==> config.mk <==
export PLATFORM = sky130hd
export DESIGN_NAME = rtc_alarm_and_watchdog
export DESIGN_NICKNAME = d
export VERILOG_FILES = /design/src/rtc_alarm_pkg.sv /design/src/rtc_alarm_and_watchdog.sv /design/src/alarm_match.sv
export VERILOG_INCLUDE_DIRS = /design/src
export SDC_FILE = /design/constraint.sdc
export NUM_CORES = 1
export LEC_CHECK = 0
export BUFFER_PORTS_ARGS = -buffer_cell sky130_fd_sc_hd__buf_4
export CORE_MARGIN = 3
export CORE_UTILIZATION = 38
export CTS_BUF_LIST = sky130_fd_sc_hd__clkbuf_4 sky130_fd_sc_hd__clkbuf_8
export CTS_CLUSTER_SIZE = 16
export DETAILED_ROUTE_END_ITERATION = 7
export PLACE_DENSITY = 0.64
export SETUP_SLACK_MARGIN = 0.1
export SYNTH_ARGS = -nofsm -noshare
export SYNTH_HDL_FRONTEND = slang
export SYNTH_SLANG_ARGS = --single-unit
export TNS_END_PERCENT = 30
==> constraint.sdc <==
create_clock -name clk_sys -period 5.34 [get_ports clk_sys]
set_input_delay 0.534 -clock clk_sys [delete_from_list [all_inputs] [get_ports clk_sys]]
set_output_delay 0.534 -clock clk_sys [all_outputs]
set_load 0.1 [all_outputs]
==> src/rtc_alarm_cfg.svh <==
// register offsets, field positions, reset values and timing counts
`ifndef RTC_ALARM_CFG_SVH
`define RTC_ALARM_CFG_SVH
`define ADDR_EVENT_FLAGS 19'h7fff0
`define ADDR_ALARM_SEC 19'h7fff2
`define ADDR_ALARM_MIN 19'h7fff3
`define ADDR_ALARM_HOUR 19'h7fff4
`define ADDR_ALARM_DAY_MATCH 19'h7fff5
`define ADDR_ALARM_IRQ_ENABLES 19'h7fff6
`define ADDR_WATCHDOG_CFG 19'h7fff7
`define FLAG_WATCHDOG_BIT 7
`define FLAG_ALARM_BIT 6
`define FLAG_BATT_LOW_BIT 4
`define EN_ALARM_IRQ_BIT 7
`define EN_BACKUP_BIT 5
`define MASK_BIT 7
`define WDOG_STEER_BIT 7
`define WDOG_RESET_VALUE 8'h00
`define ENABLES_RESET_VALUE 8'h00
`define ALARM_RESET_VALUE 8'h00
// one sixteenth of a second in 32.768 kHz oscillator ticks
`define TICKS_SIXTEENTH 12'd2048
`define FREQ_TEST_HALF_TICKS 12'd32
// reset pulse 40 ms to 200 ms; aim at 100 ms
`define RST_PULSE_MS 100
`define CLK_HZ 10000000
`define RST_PULSE_CYCLES ((`CLK_HZ / 1000) * `RST_PULSE_MS)
`endif

==> src/rtc_alarm_pkg.sv <==
// types shared by the alarm and watchdog unit
package rtc_alarm_pkg;
  typedef enum logic [2:0] {
    WD_IDLE = 3'b001,
    WD_COUNT = 3'b010,
    WD_RSTPULSE = 3'b100
  } wd_state_t;
  typedef enum logic [2:0] {
    RATE_EVERY_SEC = 3'h0,
    RATE_SEC = 3'h1,
    RATE_MIN_SEC = 3'h2,
    RATE_HMS = 3'h3,
    RATE_DHMS = 3'h4
  } alarm_rate_t;
endpackage

==> src/rtc_alarm_and_watchdog.sv <==
// alarm and watchdog unit behind the byte-wide memory bus
`timescale 1ns/10ps
`include "rtc_alarm_cfg.svh"
module rtc_alarm_and_watchdog
  import rtc_alarm_pkg::*;
#(
  parameter int unsigned RST_PULSE_CYCLES = `RST_PULSE_CYCLES
) (
  input wire logic clk_sys,
  input wire logic resetn,
  input wire logic [18:0] addr,
  input wire logic [7:0] dq_in,
  output logic [7:0] dq_out,
  output logic dq_oe_n,
  input wire logic ce_n,
  input wire logic oe_n,
  input wire logic we_n,
  input wire logic osc_tick,
  input wire logic second_tick,
  input wire logic [6:0] now_sec,
  input wire logic [6:0] now_min,
  input wire logic [5:0] now_hour,
  input wire logic [5:0] now_day,
  input wire logic on_battery,
  input wire logic power_up,
  input wire logic battery_low_flag,
  input wire logic freq_test_bit,
  output logic freq_test_clear,
  output logic irq_freqtest_out,
  output logic irq_freqtest_oe_n,
  output logic rst_out,
  output logic rst_oe_n
);
  logic rst_s1_ff, rst_n_ff;
  always_ff @(posedge clk_sys or negedge resetn) begin
    if (!resetn) begin
      rst_s1_ff <= 1'b0;
      rst_n_ff <= 1'b0;
    end else begin
      rst_s1_ff <= 1'b1;
      rst_n_ff <= rst_s1_ff;
    end
  end

  // bus access tracking; effects fire at cycle end (strobe release), except the alarm interrupt clear and the interrupt pin release at flags access start
  logic acc_now, acc_ff, wr_ff;
  logic [18:0] acc_addr_ff;
  logic [7:0] wdata_ff;
  logic acc_end, wr_end;
  assign acc_now = !ce_n && (!oe_n || !we_n);
  assign acc_end = acc_ff && !acc_now;
  assign wr_end = acc_end && wr_ff;
  always_ff @(posedge clk_sys or negedge rst_n_ff) begin
    if (!rst_n_ff) begin
      acc_ff <= 1'b0;
      wr_ff <= 1'b0;
      acc_addr_ff <= 19'h00000;
      wdata_ff <= 8'h00;
    end else begin
      acc_ff <= acc_now;
      if (acc_now) begin
        acc_addr_ff <= addr;
        wr_ff <= !we_n;
        if (!we_n) wdata_ff <= dq_in;
      end
    end
  end
  logic flags_acc_now, flags_end, wd_end;
  assign flags_acc_now = acc_now && addr == `ADDR_EVENT_FLAGS;
  assign flags_end = acc_end && acc_addr_ff == `ADDR_EVENT_FLAGS;
  assign wd_end = acc_end && acc_addr_ff == `ADDR_WATCHDOG_CFG;

  // alarm registers
  logic [7:0] alarm_sec_ff, alarm_min_ff, alarm_hour_ff, alarm_day_match_ff, alarm_interrupt_enables_ff;
  always_ff @(posedge clk_sys or negedge rst_n_ff) begin
    if (!rst_n_ff) begin
      alarm_sec_ff <= `ALARM_RESET_VALUE;
      alarm_min_ff <= `ALARM_RESET_VALUE;
      alarm_hour_ff <= `ALARM_RESET_VALUE;
      alarm_day_match_ff <= `ALARM_RESET_VALUE;
      alarm_interrupt_enables_ff <= `ENABLES_RESET_VALUE;
    end else begin
      if (wr_end) begin
        case (acc_addr_ff)
          `ADDR_ALARM_SEC: alarm_sec_ff <= wdata_ff;
          `ADDR_ALARM_MIN: alarm_min_ff <= wdata_ff;
          `ADDR_ALARM_HOUR: alarm_hour_ff <= wdata_ff;
          `ADDR_ALARM_DAY_MATCH: alarm_day_match_ff <= wdata_ff;
          `ADDR_ALARM_IRQ_ENABLES: alarm_interrupt_enables_ff <= wdata_ff;
          default: ;
        endcase
      end
      if (power_up) begin
        alarm_interrupt_enables_ff[`EN_ALARM_IRQ_BIT] <= 1'b0;
        alarm_interrupt_enables_ff[`EN_BACKUP_BIT] <= 1'b0;
      end
    end
  end
  logic alarm_irq_enable, backup_enable;
  assign alarm_irq_enable = alarm_interrupt_enables_ff[`EN_ALARM_IRQ_BIT];
  assign backup_enable = alarm_interrupt_enables_ff[`EN_BACKUP_BIT];

  logic hit;
  alarm_match alarm_match_i (
    .alarm_sec(alarm_sec_ff),
    .alarm_min(alarm_min_ff),
    .alarm_hour(alarm_hour_ff),
    .alarm_day(alarm_day_match_ff),
    .now_sec(now_sec),
    .now_min(now_min),
    .now_hour(now_hour),
    .now_day(now_day),
    .hit(hit)
  );
  logic alarm_event;
  assign alarm_event = second_tick && hit;

  // alarm flag and alarm interrupt latch; set wins over clear
  logic alarm_match_flag_ff, alarm_irq_ff;
  always_ff @(posedge clk_sys or negedge rst_n_ff) begin
    if (!rst_n_ff) begin
      alarm_match_flag_ff <= 1'b0;
      alarm_irq_ff <= 1'b0;
    end else begin
      if (alarm_event) alarm_match_flag_ff <= 1'b1;
      else if (flags_end) alarm_match_flag_ff <= 1'b0;
      // pin drops as soon as flags access starts, before the flag clears
      if (alarm_event && alarm_irq_enable && (!on_battery || backup_enable)) alarm_irq_ff <= 1'b1;
      else if (flags_acc_now) alarm_irq_ff <= 1'b0;
    end
  end

  // watchdog
  logic [7:0] watchdog_timeout_config_ff;
  wd_state_t wd_state_ff;
  logic [11:0] sub_ff;
  logic [7:0] units_ff;
  logic [6:0] mult_ff;
  logic watchdog_expired_flag_ff, wd_irq_ff;
  logic [$clog2(RST_PULSE_CYCLES+1)-1:0] pulse_ff;
  logic [4:0] multiplier;
  logic [1:0] resolution;
  logic [7:0] units_per_step;
  logic wd_timeout;
  assign multiplier = watchdog_timeout_config_ff[6:2];
  assign resolution = watchdog_timeout_config_ff[1:0];
  always_comb begin
    case (resolution)
      2'b00: units_per_step = 8'h01;
      2'b01: units_per_step = 8'h04;
      2'b10: units_per_step = 8'h10;
      default: units_per_step = 8'h40;
    endcase
  end
  assign wd_timeout = wd_state_ff == WD_COUNT && osc_tick && sub_ff == `TICKS_SIXTEENTH - 12'd1
    && units_ff == units_per_step - 8'h01 && mult_ff == {2'b00, multiplier} - 7'd1;

  always_ff @(posedge clk_sys or negedge rst_n_ff) begin
    if (!rst_n_ff) begin
      watchdog_timeout_config_ff <= `WDOG_RESET_VALUE;
      wd_state_ff <= WD_IDLE;
      sub_ff <= 12'h000;
      units_ff <= 8'h00;
      mult_ff <= 7'h00;
      pulse_ff <= '0;
    end else if (power_up) begin
      watchdog_timeout_config_ff <= `WDOG_RESET_VALUE;
      wd_state_ff <= WD_IDLE;
    end else begin
      if (wr_end && acc_addr_ff == `ADDR_WATCHDOG_CFG) watchdog_timeout_config_ff <= wdata_ff;
      case (wd_state_ff)
        WD_IDLE: begin
          if (wd_end && !(wr_end && wdata_ff == 8'h00)) wd_state_ff <= WD_COUNT;
          sub_ff <= 12'h000;
          units_ff <= 8'h00;
          mult_ff <= 7'h00;
        end
        WD_COUNT: begin
          if (wd_end) begin
            sub_ff <= 12'h000;
            units_ff <= 8'h00;
            mult_ff <= 7'h00;
            if (wr_end && wdata_ff == 8'h00) wd_state_ff <= WD_IDLE;
          end else if (multiplier == 5'h00) begin
            wd_state_ff <= WD_IDLE;
          end else if (wd_timeout) begin
            sub_ff <= 12'h000;
            units_ff <= 8'h00;
            mult_ff <= 7'h00;
            if (watchdog_timeout_config_ff[`WDOG_STEER_BIT]) begin
              wd_state_ff <= WD_RSTPULSE;
              pulse_ff <= '0;
            end
          end else if (osc_tick) begin
            if (sub_ff == `TICKS_SIXTEENTH - 12'd1) begin
              sub_ff <= 12'h000;
              if (units_ff == units_per_step - 8'h01) begin
                units_ff <= 8'h00;
                mult_ff <= mult_ff + 7'd1;
              end else begin
                units_ff <= units_ff + 8'h01;
              end
            end else begin
              sub_ff <= sub_ff + 12'd1;
            end
          end
        end
        WD_RSTPULSE: begin
          if (pulse_ff == ($clog2(RST_PULSE_CYCLES+1))'(RST_PULSE_CYCLES - 1)) begin
            wd_state_ff <= WD_IDLE;
            watchdog_timeout_config_ff <= `WDOG_RESET_VALUE;
          end else begin
            pulse_ff <= pulse_ff + ($clog2(RST_PULSE_CYCLES+1))'(1);
          end
        end
        default: wd_state_ff <= WD_IDLE;
      endcase
    end
  end

  // watchdog flag; set wins over clear
  always_ff @(posedge clk_sys or negedge rst_n_ff) begin
    if (!rst_n_ff) begin
      watchdog_expired_flag_ff <= 1'b0;
      wd_irq_ff <= 1'b0;
    end else begin
      if (wd_timeout) watchdog_expired_flag_ff <= 1'b1;
      else if (flags_end) watchdog_expired_flag_ff <= 1'b0;
      if (wd_timeout && !watchdog_timeout_config_ff[`WDOG_STEER_BIT]) wd_irq_ff <= 1'b1;
      else if (flags_end || wd_end) wd_irq_ff <= 1'b0;
    end
  end

  // 512 Hz square wave from the oscillator tick
  logic [11:0] ft_cnt_ff;
  logic ft_wave_ff;
  logic ft_allowed, wd_on_pin;
  assign wd_on_pin = !watchdog_timeout_config_ff[`WDOG_STEER_BIT] && watchdog_timeout_config_ff != 8'h00;
  assign ft_allowed = freq_test_bit && !alarm_irq_enable && !wd_on_pin;
  always_ff @(posedge clk_sys or negedge rst_n_ff) begin
    if (!rst_n_ff) begin
      ft_cnt_ff <= 12'h000;
      ft_wave_ff <= 1'b0;
    end else if (!ft_allowed) begin
      ft_cnt_ff <= 12'h000;
      ft_wave_ff <= 1'b0;
    end else if (osc_tick) begin
      if (ft_cnt_ff == `FREQ_TEST_HALF_TICKS - 12'd1) begin
        ft_cnt_ff <= 12'h000;
        ft_wave_ff <= !ft_wave_ff;
      end else begin
        ft_cnt_ff <= ft_cnt_ff + 12'd1;
      end
    end
  end

  // pins: open drain, low level driven when enable low
  logic nxt_irq_drive;
  // mask the watchdog term as it clears, so the pin does not dip once more after the access
  assign nxt_irq_drive = alarm_irq_ff || (wd_irq_ff && !flags_end && !wd_end) || ft_wave_ff;
  always_ff @(posedge clk_sys or negedge rst_n_ff) begin
    if (!rst_n_ff) begin
      irq_freqtest_out <= 1'b0;
      irq_freqtest_oe_n <= 1'b1;
      rst_out <= 1'b0;
      rst_oe_n <= 1'b1;
      freq_test_clear <= 1'b0;
    end else begin
      irq_freqtest_out <= 1'b0;
      irq_freqtest_oe_n <= !(nxt_irq_drive && !flags_acc_now);
      rst_out <= 1'b0;
      rst_oe_n <= wd_state_ff != WD_RSTPULSE;
      freq_test_clear <= wd_state_ff == WD_RSTPULSE && pulse_ff == ($clog2(RST_PULSE_CYCLES+1))'(RST_PULSE_CYCLES - 1);
    end
  end

  // read data
  logic [7:0] nxt_dq;
  always_comb begin
    case (addr)
      `ADDR_EVENT_FLAGS: begin
        nxt_dq = 8'h00;
        nxt_dq[`FLAG_WATCHDOG_BIT] = watchdog_expired_flag_ff;
        nxt_dq[`FLAG_ALARM_BIT] = alarm_match_flag_ff;
        nxt_dq[`FLAG_BATT_LOW_BIT] = battery_low_flag;
      end
      `ADDR_ALARM_SEC: nxt_dq = alarm_sec_ff;
      `ADDR_ALARM_MIN: nxt_dq = alarm_min_ff;
      `ADDR_ALARM_HOUR: nxt_dq = alarm_hour_ff;
      `ADDR_ALARM_DAY_MATCH: nxt_dq = alarm_day_match_ff;
      `ADDR_ALARM_IRQ_ENABLES: nxt_dq = alarm_interrupt_enables_ff;
      `ADDR_WATCHDOG_CFG: nxt_dq = watchdog_timeout_config_ff;
      default: nxt_dq = 8'h00;
    endcase
  end
  always_ff @(posedge clk_sys or negedge rst_n_ff) begin
    if (!rst_n_ff) begin
      dq_out <= 8'h00;
      dq_oe_n <= 1'b1;
    end else begin
      dq_out <= nxt_dq;
      dq_oe_n <= !(!ce_n && !oe_n && we_n);
    end
  end
endmodule

==> src/alarm_match.sv <==
// alarm comparator: mask decode and time match
`timescale 1ns/10ps
`include "rtc_alarm_cfg.svh"
module alarm_match
  import rtc_alarm_pkg::*;
(
  input wire logic [7:0] alarm_sec,
  input wire logic [7:0] alarm_min,
  input wire logic [7:0] alarm_hour,
  input wire logic [7:0] alarm_day,
  input wire logic [6:0] now_sec,
  input wire logic [6:0] now_min,
  input wire logic [5:0] now_hour,
  input wire logic [5:0] now_day,
  output logic hit
);
  function automatic alarm_rate_t decode_rate(input logic [3:0] m);
    case (m)
      4'hf: decode_rate = RATE_EVERY_SEC;
      4'he: decode_rate = RATE_SEC;
      4'hc: decode_rate = RATE_MIN_SEC;
      4'h8: decode_rate = RATE_HMS;
      4'h0: decode_rate = RATE_DHMS;
      default: decode_rate = RATE_EVERY_SEC;
    endcase
  endfunction
  alarm_rate_t rate;
  logic s_eq, m_eq, h_eq, d_eq;
  always_comb begin
    rate = decode_rate({alarm_day[`MASK_BIT], alarm_hour[`MASK_BIT], alarm_min[`MASK_BIT], alarm_sec[`MASK_BIT]});
    s_eq = alarm_sec[6:0] == now_sec;
    m_eq = alarm_min[6:0] == now_min;
    h_eq = alarm_hour[5:0] == now_hour;
    d_eq = alarm_day[5:0] == now_day;
    case (rate)
      RATE_SEC: hit = s_eq;
      RATE_MIN_SEC: hit = s_eq && m_eq;
      RATE_HMS: hit = s_eq && m_eq && h_eq;
      RATE_DHMS: hit = s_eq && m_eq && h_eq && d_eq;
      default: hit = 1'b1;
    endcase
  end
endmodule

Yosys cells after proc, flatten, opt, wreduce, memory -nomap -nowiden
Index checks and enable logic that the tools add are counted.
{ "word_totals": {"ff_bits": 158, "in_bits": 64, "out_inout_bits": 14, "wordCells": 225} }
{ "op_classes": {"add_sub_neg": 7, "n_eq_ne": 52, "n_mux": 60, "bitwise_logic": 2, "n_reduce_logical": 75} }
{ "ops": {"columns": ["op", "count"], "rows": [
  ["19-bit equality test (second input constant)", 14],
  ["20-bit 2-to-1 mux", 5],
  ["12-bit 2-to-1 mux", 8],
  ["8-bit 2-to-1 mux", 12],
  ["8-bit case mux with 7 select lines", 1],
  ["7-bit 2-to-1 mux", 6],
  ["20-bit case mux with 2 select lines", 1],
  ["1-bit logical AND", 29],
  ["12-bit by 1-bit adder with 12-bit output (second input constant)", 2],
  ["3-bit 2-to-1 mux", 8],
  ["12-bit case mux with 2 select lines", 1],
  ["7-bit equality test", 3],
  ["7-bit case mux with 3 select lines", 1],
  ["20-bit by 1-bit adder with 20-bit output (second input constant)", 1],
  ["20-bit equality test (second input constant)", 1],
  ["8-bit case mux with 2 select lines", 1],
  ["2-bit AND reduction", 8],
  ["2-bit nonzero test", 8],
  ["1-bit zero test", 15],
  ["7-bit case mux with 2 select lines", 1],
  ["12-bit by 11-bit equality test with 1-bit output (second input constant)", 1],
  ["12-bit by 5-bit equality test with 1-bit output (second input constant)", 1],
  ["4-bit equality test (second input constant)", 3],
  ["6-bit equality test", 2],
  ["31 further kinds", 63]
]} }

Longest topological paths before layout
Gate-level depths: netlist of the first run.
{ "logic_depth": {"depth_word": 13, "ltp_mapped": 10, "ltp_nobuf": 8} }

Cells and area by module
From an unflattened synthesis of the first run, not the netlist that was laid out.
{ "unflattened": {"hier_cells": 776, "hier_area_um2": 8237.9} }
{ "modules_own_cells": {"columns": ["mod", "instances", "cells_per_inst", "area_per_inst_um2", "seq_area_each_um2"], "rows": [
  ["rtc_alarm_and_watchdog", 1, 736, 7916.3, 3958.8],
  ["alarm_match", 1, 40, 321.6, 0.0]
]} }

Worst setup path after synthesis of the first run
Ideal clock, no wire load.
{ "synth_timing": {"path_type": "input -> register", "start": "in we_n", "end": "reg mult_ff[5]", "setup_time_ns": 0.079, "arrival_time_ns": 2.714, "t_required_ns": 5.261, "slack_ns": 2.547, "path_stages": 8, "n_path_buf": 2, "path_cell_list": "a21oi_2 > or4b_1 > or4_1 > buf_2 > a21o_1 > buf_2 > or4_1 > a21oi_1"} }
{ "synth_via": {"elab_chain_cells": 8, "word_cells_on_any_way": 13, "classes_between": "4 x eq/ne; 2 x mux; 7 x reduce/logical"} }
{ "synth_lines": {"columns": ["item", "line_no", "text"], "rows": [
  ["start: declaration", "rtc_alarm_and_watchdog.sv:17", "input wire logic we_n,"],
  ["1-bit zero test (*)", null, null],
  ["1-bit logical OR (*)", "rtc_alarm_and_watchdog.sv:50", "assign acc_now = !ce_n && (!oe_n || !we_n);"],
  ["1-bit logical AND (*)", "rtc_alarm_and_watchdog.sv:50", null],
  ["1-bit zero test (*)", "rtc_alarm_and_watchdog.sv:51", "assign acc_end = acc_ff && !acc_now;"],
  ["1-bit logical AND (*)", "rtc_alarm_and_watchdog.sv:51", null],
  ["1-bit logical AND (no source line) (*)", null, null],
  ["4-bit by 3-bit inequality test with 1-bit output (no source line) (tied with other cells)", null, null],
  ["6-bit AND reduction (no source line) / 7-bit case mux with 2 select lines (equally long branches)", null, null],
  ["end signal: assignment", "rtc_alarm_and_watchdog.sv:199", "mult_ff <= mult_ff + 7'd1;"],
  ["end: declaration", "rtc_alarm_and_watchdog.sv:138", "logic [6:0] mult_ff;"]
]} }
Mark *: on every way between the ends. The rest lies on a longest branch, timed or not.
A chain may end at the register's enable or synchronous reset.

Worst setup path after layout of the first run
{ "layout_timing": {"start": "reg sub_ff[0]", "end": "reg pulse_ff[0]"} }
{ "layout_via": {"elab_chain_cells": 6} }
{ "layout_lines": {"columns": ["item", "line_no", "text"], "rows": [
  ["start: declaration", "rtc_alarm_and_watchdog.sv:136", "logic [11:0] sub_ff;"],
  ["start signal: assignment", "rtc_alarm_and_watchdog.sv:204", "sub_ff <= sub_ff + 12'd1;"],
  ["12-bit by 11-bit equality test with 1-bit output", "rtc_alarm_and_watchdog.sv:155", "assign wd_timeout = wd_state_ff == WD_COUNT && osc_tick && sub_ff == `TICKS_SIXTEENTH - 12'd1"],
  ["1-bit logical AND (3 in series)", "rtc_alarm_and_watchdog.sv:155", null],
  ["2-bit inequality test (no source line)", null, null],
  ["7-bit AND reduction (no source line)", null, null],
  ["end signal: assignment", "rtc_alarm_and_watchdog.sv:213", "pulse_ff <= pulse_ff + ($clog2(RST_PULSE_CYCLES+1))'(1);"],
  ["end: declaration", "rtc_alarm_and_watchdog.sv:140", "logic [$clog2(RST_PULSE_CYCLES+1)-1:0] pulse_ff;"]
]} }
Every way passes these cells.

==> results of run 1 <==
-- worst max-delay path, stage by stage, from the launching register on --
cell and delay [ns]:
sky130_fd_sc_hd__dfrtp_1 0.40, sky130_fd_sc_hd__ha_1 0.21, sky130_fd_sc_hd__nand3_1 0.19, sky130_fd_sc_hd__or4_1 0.61, sky130_fd_sc_hd__a2111oi_0 0.42, sky130_fd_sc_hd__o2111ai_1 0.52, sky130_fd_sc_hd__nor3_2 0.25, sky130_fd_sc_hd__buf_4 0.29
sky130_fd_sc_hd__o21ai_0 0.12
-- report_power, final --
part           internal (µW)  leakage (µW)  switching, µW  total, µW
logic                   74.3       0.00169           76.0        150
clock network            428      0.000190            472        900
registers               1230       0.00212           51.4       1280
total                   1730       0.00400            599       2330
-- metal layers --
metal / wire length (µm) / global-route usage [%] / vias up
met5: 0 / 0 / -
met4: 192 / 3.34 / 0
met3: 869 / 4.00 / 14
met2: 9070 / 27.5 / 113
met1: 9110 / 25.6 / 3074
li1: - / - / 2934
-- Yosys cell counts, types with 4 or more instances --
cell type,n,share of area [%]
sky130_fd_sc_hd__and3_1,16,1.3
sky130_fd_sc_hd__and2_1,6,0.47
sky130_fd_sc_hd__xor2_1,28,3.1
sky130_fd_sc_hd__a21oi_1,22,1.4
sky130_fd_sc_hd__nand4_1,29,2.3
sky130_fd_sc_hd__nor4_1,5,0.39
sky130_fd_sc_hd__or3_1,6,0.47
sky130_fd_sc_hd__nor3_1,23,1.5
sky130_fd_sc_hd__a21o_1,4,0.38
sky130_fd_sc_hd__a22oi_1,21,2.0
sky130_fd_sc_hd__clkbuf_1,21,0.99
sky130_fd_sc_hd__nand2_1,41,1.9
sky130_fd_sc_hd__dfrtp_1,154,49
sky130_fd_sc_hd__mux2i_1,11,1.4
sky130_fd_sc_hd__dfstp_2,4,1.3
sky130_fd_sc_hd__nand4b_1,4,0.44
sky130_fd_sc_hd__o2111ai_1,4,0.44
sky130_fd_sc_hd__o21ai_0,35,2.2
sky130_fd_sc_hd__nor3b_1,4,0.38
sky130_fd_sc_hd__or2_2,5,0.39
sky130_fd_sc_hd__xnor2_1,29,3.2
sky130_fd_sc_hd__nand2b_1,9,0.71
sky130_fd_sc_hd__inv_1,19,0.90
sky130_fd_sc_hd__nor2_1,64,3.0
sky130_fd_sc_hd__o22ai_1,6,0.47
sky130_fd_sc_hd__mux2_2,64,9.1
sky130_fd_sc_hd__nand3_1,40,2.5
sky130_fd_sc_hd__or4_1,17,1.6
sky130_fd_sc_hd__nand3b_1,4,0.38
sky130_fd_sc_hd__o31ai_1,9,0.85
sky130_fd_sc_hd__ha_1,6,0.95
-- cells by family after synthesis --
group                      Yosys count
AOI/OAI and AO/OA                  128
other                                2
DFF                                158
adders and majority gates            6
muxes                               75
xor gates and xnor gates            57
and+or+nand+nor                    287
buffers and inverters               46
-- stage by stage --
step	cell area [µm²]	util, %	setup WS (ns)	hold WS [ns]	cells
final	9180	45.1	2.20	0.225	1117
after global routing	9180	45.1	1.87	0.196	1117
after CTS	9180	45.1	2.23	0.202	1117
after detailed placement	8780	43.1	1.85	0.318	1085
after global placement	8780	43.1	1.91	0.317	1085
after floorplan	7930	-	0.619	0.238	760
-- flip-flops by register name (all words and copies together), names as in the netlist, 3 cells and up --
signal	flops
alarm_interrupt_enables_ff	8
wd_state_ff	3
acc_addr_ff	19
alarm_sec_ff	8
ft_cnt_ff	12
alarm_min_ff	8
pulse_ff	20
alarm_hour_ff	8
dq_out	8
watchdog_timeout_config_ff	8
mult_ff	7
wdata_ff	8
sub_ff	12
alarm_day_match_ff	8
units_ff	8
-- worst min-delay path by stage --
stage | from | end | slack [ns]
2_1_floorplan | resetn | rst_n_ff$_DFF_PN0_ | 0.24
6_report | we_n | dq_oe_n$_DFF_PN1_ | 0.22
3_5_place_dp | resetn | rst_s1_ff$_DFF_PN0_ | 0.32
4_1_cts | we_n | dq_oe_n$_DFF_PN1_ | 0.20
5_1_grt | we_n | dq_oe_n$_DFF_PN1_ | 0.20
3_3_place_gp | resetn | rst_s1_ff$_DFF_PN0_ | 0.32
-- final cells by class --
cell class                      instances  area share (%)
Timing Repair Buffer                   83            6.82
Inverter                               19           0.777
Tap cell                              270            3.68
Sequential cell                       158            43.2
Multi-Input combinational cell        556            41.3
Clock buffer                           19            2.71
Clock inverter                         12            1.49
==> impl_metrics.xml, run 1 <==
<?xml version="1.0" encoding="UTF-8"?>
<metrics>
  <group name="clock_network">
    <metric name="cts_inserted_buffers" unit="">17</metric>
    <metric name="cts_htree_levels" unit="">4</metric>
    <metric name="cts_sinks" unit="">158</metric>
    <metric name="tritoncts" unit="">built</metric>
    <metric name="cts_root_buf" unit="">sky130_fd_sc_hd__clkbuf_8</metric>
    <metric name="clock_pin_slew_reported_for_the_worst_setup_and_hold_paths_after_clock_tree_synthesis" unit="ns">0.08</metric>
    <metric name="holdBufCountCts" unit="">1</metric>
    <metric name="worstSkewPairLatency" unit="ns">0.46</metric>
    <metric name="cts_setup_buffers" unit="">0</metric>
    <metric name="buffer_levels_on_the_longest_clock_path" unit="">2</metric>
    <metric name="post_cts_resize_count" unit="">0</metric>
  </group>
  <group name="place">
    <metric name="routabilityCongestion" unit="">0.837</metric>
    <metric name="io_buffers" unit="">75</metric>
    <metric name="hpwlAfterDp" unit="µm">13800</metric>
  </group>
  <group name="finish">
    <metric name="fillers" unit="">1926</metric>
    <metric name="finish.net_count" unit="">905</metric>
    <metric name="diodes" unit="">0</metric>
    <metric name="sequential_cell_area_in_the_final_layout" unit="µm²">3960</metric>
    <metric name="area_overhead_of_the_layout_relative_to_synthesis" unit="%">15.7</metric>
    <metric name="multi_input_area" unit="µm²">3790</metric>
    <metric name="layout-drive-gt1-share" unit="%">22.7</metric>
    <metric name="most_used_cells_in_the_layout_excluding_fill_and_tap_cells" unit="">sky130_fd_sc_hd__dfrtp_1 (153), sky130_fd_sc_hd__buf_4 (82), sky130_fd_sc_hd__nor2_1 (64), sky130_fd_sc_hd__mux2_2 (64), sky130_fd_sc_hd__nand2_1 (41)</metric>
    <metric name="most_common_library_cell_in_the_layout_ignoring_fill_and_taps" unit="">sky130_fd_sc_hd__dfrtp_1</metric>
  </group>
  <group name="timing">
    <metric name="finalMaxSlewViolations" unit="">0</metric>
    <metric name="post-route-min-period" unit="ns">3.14</metric>
    <metric name="max-slew-margin-rel" unit="%">23.7</metric>
    <metric name="finalSetupViolations" unit="">0</metric>
    <metric name="worstMarginPinSlew" unit="ns">1.14</metric>
    <metric name="finalHoldViolations" unit="">0</metric>
    <metric name="rsz0062_at_grt" unit="">no</metric>
    <metric name="sum_of_negative_setup_slack" unit="ns">0</metric>
    <metric name="finalCritPeriodShare" unit="%">58.7</metric>
    <metric name="fmaxAchievable" unit="GHz">0.319</metric>
    <metric name="finClkSkew" unit="ns">0.0206</metric>
  </group>
  <group name="job">
    <metric name="max_cap_violations" unit="">0</metric>
  </group>
  <group name="logic_synthesis">
    <metric name="synthArstFlopShare" unit="%">100</metric>
    <metric name="synth_compound_gate_area_share" unit="%">10.6</metric>
    <metric name="synthesis.instances" unit="">759</metric>
    <metric name="ys_seq_area_share" unit="%">49.9</metric>
    <metric name="xor_and_xnor_fraction_of_the_mapped_netlist_area" unit="%">6.30</metric>
    <metric name="yosysUniqueCellTypes" unit="">56</metric>
    <metric name="synth-adder-area-share" unit="%">0.947</metric>
    <metric name="largest_family_of_logic_cells_by_synthesized_area" unit="">simple AND/OR/NAND/NOR gates</metric>
    <metric name="syn_avg_cell_area" unit="µm²">10.4</metric>
    <metric name="synth_enable_flop_cells" unit="">0</metric>
    <metric name="ys.flop_type" unit="">sky130_fd_sc_hd__dfrtp_1</metric>
    <metric name="synthMuxAreaShare" unit="%">10.5</metric>
    <metric name="synth.yosys.warnings" unit="">0</metric>
    <metric name="synth-simple-area-share" unit="%">19.3</metric>
    <metric name="register_bit_count_reported_by_yosys" unit="">158</metric>
    <metric name="post_synth_instance_area" unit="µm²">7930</metric>
  </group>
  <group name="pwr">
    <metric name="power.leakage" unit="µW">0.00400</metric>
    <metric name="p_per_area" unit="nW/µm²">254</metric>
    <metric name="max-vdd-ir-drop" unit="µV">165</metric>
    <metric name="totalPowerFinal" unit="µW">2330</metric>
  </group>
  <group name="routing">
    <metric name="drt_antenna_net_count" unit="">0</metric>
    <metric name="drt_pre_antenna_iters" unit="">5</metric>
    <metric name="detail_route.wl_per_cell" unit="µm">17.2</metric>
    <metric name="detail_route.drc_violations" unit="">0</metric>
    <metric name="wl" unit="µm">19200</metric>
    <metric name="viasPerCell" unit="">5.49</metric>
    <metric name="vias" unit="">6135</metric>
    <metric name="first_iter_violations" unit="">380</metric>
  </group>
  <group name="critical_path">
    <metric name="critPathKind" unit="">reg -&gt; reg</metric>
    <metric name="reg2reg_from" unit="">sub_ff[0]$_DFFE_PN0P_</metric>
    <metric name="critPathMaxFanout" unit="">21</metric>
    <metric name="worst-r2r-cell-count" unit="">8</metric>
    <metric name="cp.arrival" unit="ns">3.47</metric>
    <metric name="worst_setup_path_end_kind" unit="">register</metric>
    <metric name="worst-endpoint-required" unit="ns">5.67</metric>
    <metric name="cp-start-kind" unit="">register</metric>
    <metric name="setup.reg_to_reg.worst_slack" unit="ns">2.20</metric>
    <metric name="worst_setup_path_startpoint" unit="">sub_ff[0]$_DFFE_PN0P_</metric>
    <metric name="r2r_end" unit="">pulse_ff[0]$_DFFE_PN0P_</metric>
    <metric name="setup.worst_path.end" unit="">pulse_ff[0]$_DFFE_PN0P_</metric>
  </group>
  <group name="global_route">
    <metric name="antenna_found_initial" unit="">0</metric>
    <metric name="grt_util_all_layers" unit="%">17.7</metric>
    <metric name="grt-ovfl-total" unit="">0</metric>
    <metric name="first_global_vias" unit="">5900</metric>
    <metric name="first_pass_grt_wire_length" unit="µm">31500</metric>
    <metric name="grt_start_max_net_pins" unit="">59</metric>
  </group>
  <group name="worst_hold_path">
    <metric name="hold-path-cell-count" unit="">2</metric>
    <metric name="holdCritPathClass" unit="">in -&gt; reg</metric>
  </group>
  <group name="floorplanning">
    <metric name="initial_utilization" unit="%">38.9</metric>
    <metric name="y_dimension_of_the_die" unit="µm">150</metric>
    <metric name="number_of_placement_rows" unit="">52</metric>
    <metric name="ios" unit="">78</metric>
    <metric name="core_region_area" unit="µm²">20400</metric>
    <metric name="dieArea" unit="µm²">22600</metric>
    <metric name="dieWidth" unit="µm">150</metric>
  </group>
  <group name="outcome">
    <metric name="run_status" unit="">complete, no violations</metric>
  </group>
</metrics>
Note: power is estimated with default switching activity, not from simulation.
==> run 2: changes to the inputs <==
- PLACE_DENSITY: 0.64 -> 0.66
- clock period: 5.34 -> 2.62 ns (I/O delays scaled with it)
==> run 2 against run 1 <==
Net effect:
- fmax is 25% higher
- core utilization is 3.8 points higher
- clock-buffer cell count is 2 lower
- clock power increased by 120%
- sequential share of layout area down 3.3 points
- wire length up 3.9%
- critical path depth down 2
- critical path type unchanged
- critical endpoint is now mult_ff[4]$_DFFE_PN0P_
- highest routed layer unchanged
==> impl_metrics.xml, run 2 (synthesis gave the netlist of run 1 again) <==
<?xml version="1.0" encoding="UTF-8"?>
<metrics>
  <group name="outcome">
    <metric name="run_status" unit="">complete, no violations</metric>
  </group>
  <group name="floorplanning">
    <metric name="core_region_area" unit="µm²">20400</metric>
    <metric name="y_dimension_of_the_die" unit="µm">150</metric>
    <metric name="ios" unit="">78</metric>
    <metric name="number_of_placement_rows" unit="">52</metric>
    <metric name="initial_utilization" unit="%">38.9</metric>
    <metric name="dieWidth" unit="µm">150</metric>
    <metric name="dieArea" unit="µm²">22600</metric>
  </group>
  <group name="pwr">
    <metric name="totalPowerFinal" unit="µW">4950</metric>
    <metric name="max-vdd-ir-drop" unit="µV">372</metric>
    <metric name="power.leakage" unit="µW">0.00431</metric>
    <metric name="p_per_area" unit="nW/µm²">498</metric>
  </group>
  <group name="timing">
    <metric name="finalMaxSlewViolations" unit="">0</metric>
    <metric name="finalCritPeriodShare" unit="%">96.0</metric>
    <metric name="finClkSkew" unit="ns">0.0202</metric>
    <metric name="rsz0062_at_grt" unit="">yes</metric>
    <metric name="finalHoldViolations" unit="">0</metric>
    <metric name="worstMarginPinSlew" unit="ns">0.665</metric>
    <metric name="fmaxAchievable" unit="GHz">0.397</metric>
    <metric name="max-slew-margin-rel" unit="%">55.6</metric>
    <metric name="sum_of_negative_setup_slack" unit="ns">0</metric>
    <metric name="final.setup.worst_slack" unit="ns">0.104</metric>
    <metric name="finalSetupViolations" unit="">0</metric>
    <metric name="post-route-min-period" unit="ns">2.52</metric>
  </group>
  <group name="finish">
    <metric name="most_used_cells_in_the_layout_excluding_fill_and_tap_cells" unit="">sky130_fd_sc_hd__dfrtp_1 (153), sky130_fd_sc_hd__buf_4 (120), sky130_fd_sc_hd__mux2_2 (64)</metric>
    <metric name="most_common_library_cell_in_the_layout_ignoring_fill_and_taps" unit="">sky130_fd_sc_hd__dfrtp_1</metric>
    <metric name="finish.net_count" unit="">952</metric>
    <metric name="diodes" unit="">0</metric>
    <metric name="area_overhead_of_the_layout_relative_to_synthesis" unit="%">25.4</metric>
    <metric name="largest_register_ffs" unit="">20</metric>
    <metric name="post-route-util" unit="%">48.8</metric>
    <metric name="final_cells" unit="">1165</metric>
    <metric name="reg_top3" unit="">pulse_ff x20, acc_addr_ff x19</metric>
    <metric name="largest-register" unit="">pulse_ff</metric>
    <metric name="layout-drive-gt1-share" unit="%">31.4</metric>
  </group>
  <group name="critical_path">
    <metric name="cp.arrival" unit="ns">2.90</metric>
    <metric name="critical_path.cell_chain" unit="">nand4_1, or4b_4, or4_4, a21o_4, or4_1, a21oi_1</metric>
    <metric name="worst_setup_path_end_kind" unit="">register</metric>
    <metric name="timing.critical_path.slowest_stage_cell" unit="">sky130_fd_sc_hd__or4b_4</metric>
    <metric name="cp-start-kind" unit="">register</metric>
    <metric name="critPathKind" unit="">reg -&gt; reg</metric>
    <metric name="critPathMaxFanout" unit="">8</metric>
    <metric name="worst-r2r-cell-count" unit="">6</metric>
    <metric name="r2r_end" unit="">mult_ff[4]$_DFFE_PN0P_</metric>
    <metric name="setup.reg_to_reg.worst_slack" unit="ns">0.10</metric>
    <metric name="worst_setup_path_startpoint" unit="">acc_addr_ff[7]$_DFFE_PN0P_</metric>
    <metric name="max_stage_delay" unit="ns">0.52</metric>
    <metric name="reg2reg_from" unit="">acc_addr_ff[7]$_DFFE_PN0P_</metric>
    <metric name="worst-endpoint-required" unit="ns">3.00</metric>
    <metric name="setup.worst_path.end" unit="">mult_ff[4]$_DFFE_PN0P_</metric>
  </group>
  <group name="routing">
    <metric name="drt_pre_antenna_iters" unit="">4</metric>
    <metric name="viasPerCell" unit="">5.49</metric>
    <metric name="first_iter_violations" unit="">442</metric>
    <metric name="drt_antenna_net_count" unit="">0</metric>
    <metric name="detail_route.wl_per_cell" unit="µm">17.2</metric>
    <metric name="vias" unit="">6391</metric>
    <metric name="wl" unit="µm">20000</metric>
    <metric name="detail_route.drc_violations" unit="">0</metric>
  </group>
  <group name="place">
    <metric name="routabilityCongestion" unit="">0.872</metric>
    <metric name="io_buffers" unit="">75</metric>
    <metric name="place.detailed.instances" unit="">1124</metric>
    <metric name="hpwlAfterDp" unit="µm">14200</metric>
    <metric name="post-place-ws" unit="ns">-0.0510</metric>
  </group>
  <group name="global_route">
    <metric name="first_pass_grt_wire_length" unit="µm">32500</metric>
    <metric name="grt_util_all_layers" unit="%">18.1</metric>
    <metric name="first_global_vias" unit="">6307</metric>
    <metric name="grt_start_max_net_pins" unit="">116</metric>
    <metric name="grt-ovfl-total" unit="">0</metric>
    <metric name="antenna_found_initial" unit="">0</metric>
  </group>
  <group name="clock_network">
    <metric name="buffer_levels_on_the_longest_clock_path" unit="">2</metric>
    <metric name="cts_root_buf" unit="">sky130_fd_sc_hd__clkbuf_8</metric>
    <metric name="cts_htree_levels" unit="">4</metric>
    <metric name="tritoncts" unit="">built</metric>
    <metric name="clock_pin_slew_reported_for_the_worst_setup_and_hold_paths_after_clock_tree_synthesis" unit="ns">0.09</metric>
    <metric name="worstSkewPairLatency" unit="ns">0.47</metric>
    <metric name="cts_inserted_buffers" unit="">17</metric>
    <metric name="cts_sinks" unit="">158</metric>
  </group>
  <group name="worst_hold_path">
    <metric name="holdCritPathClass" unit="">in -&gt; reg</metric>
  </group>
  <group name="job">
    <metric name="max_cap_violations" unit="">0</metric>
  </group>
</metrics>
[run 2: cell types whose count changed in the layout (fill, tap and decap cells not counted), moves of 4 or more]
cell                      before  now
sky130_fd_sc_hd__buf_4        82  120
sky130_fd_sc_hd__a21oi_1      22   18
sky130_fd_sc_hd__a21oi_2       1    5
sky130_fd_sc_hd__nor2_1       64   49
sky130_fd_sc_hd__o21ai_0      35   28
sky130_fd_sc_hd__nor2_4        0   15
sky130_fd_sc_hd__o21ai_2       0    4
sky130_fd_sc_hd__or4_1        17   12
sky130_fd_sc_hd__inv_8         0    4
sky130_fd_sc_hd__or4_4         0    5
[run 2: power by group]
part           internal (µW)  total, µW  leakage [µW]  switching [µW]
registers               2500       2580       0.00212            82.8
logic                    175        360       0.00197             185
clock network            980       2010      0.000221            1030
total                   3660       4950       0.00431            1290
[run 2: area by class of cell]
type                       count  area (µm²)
fill                        1838       10400
multi-input combinational    556        4070
sequential                   158        3960
timing repair buffer         130        1060
tap                          270         338
clock buffer                  17         234
clock inverter                15         204
inverter                      19        71.3
[run 2: worst min path at each step]
stage | depth (start not counted) | to | start | slack [ns]
3_3_place_gp | 1 | rst_s1_ff$_DFF_PN0_ | resetn | 0.05
4_1_cts | 3 | dq_oe_n$_DFF_PN1_ | we_n | 0.006
5_1_grt | 2 | wdata_ff[5]$_DFFE_PN0P_ | dq_in[5] | 0.003
2_1_floorplan | 0 | rst_s1_ff$_DFF_PN0_ | resetn | -0.03
6_report | 2 | wdata_ff[3]$_DFFE_PN0P_ | dq_in[3] | 0.03
3_5_place_dp | 1 | rst_s1_ff$_DFF_PN0_ | resetn | 0.05
[run 2: metrics by stage]
stage / cell area (µm²) / hold slack [ns]
detailed placement: 9110 / 0.0468
CTS: 9590 / 0.00638
finish: 9950 / 0.0262
global placement: 9110 / 0.0455
floorplan: 7940 / -0.0336
global route: 9950 / 0.00344
[run 2: metal layers]
layer / share of wire [%] / wire (µm) / vias to the layer above / global-route usage [%]
met4: 2.0 / 391 / 0 / 5.76
met5: 0 / 0 / - / 0
met1: 46 / 9190 / 3191 / 25.2
li1: - / - / 3043 / -
met3: 3.9 / 777 / 27 / 3.70
met2: 48 / 9640 / 130 / 28.7
[run 2: timing repair]
| action | 4_1_cts | 5_1_grt |
|---|---|---|
| endpoints found under the hold margin | 3 | 1 |
| hold buffers | 2 | 1 |
| cloned | 0 | 2 |
| buffers inserted | 0 | 4 |
| pin swaps | 2 | 25 |
| gates resized for setup | 5 | 68 |
| setup endpoints to repair | 28 | 56 |
[run 2: critical path, delay by kind of cell (launching register included)]
| family | cells | cell delay (ns) |
|---|---|---|
| AOI/OAI and AO/OA | 2 | 0.42 |
| and+or+nand+nor | 4 | 1.66 |
| DFF | 1 | 0.36 |
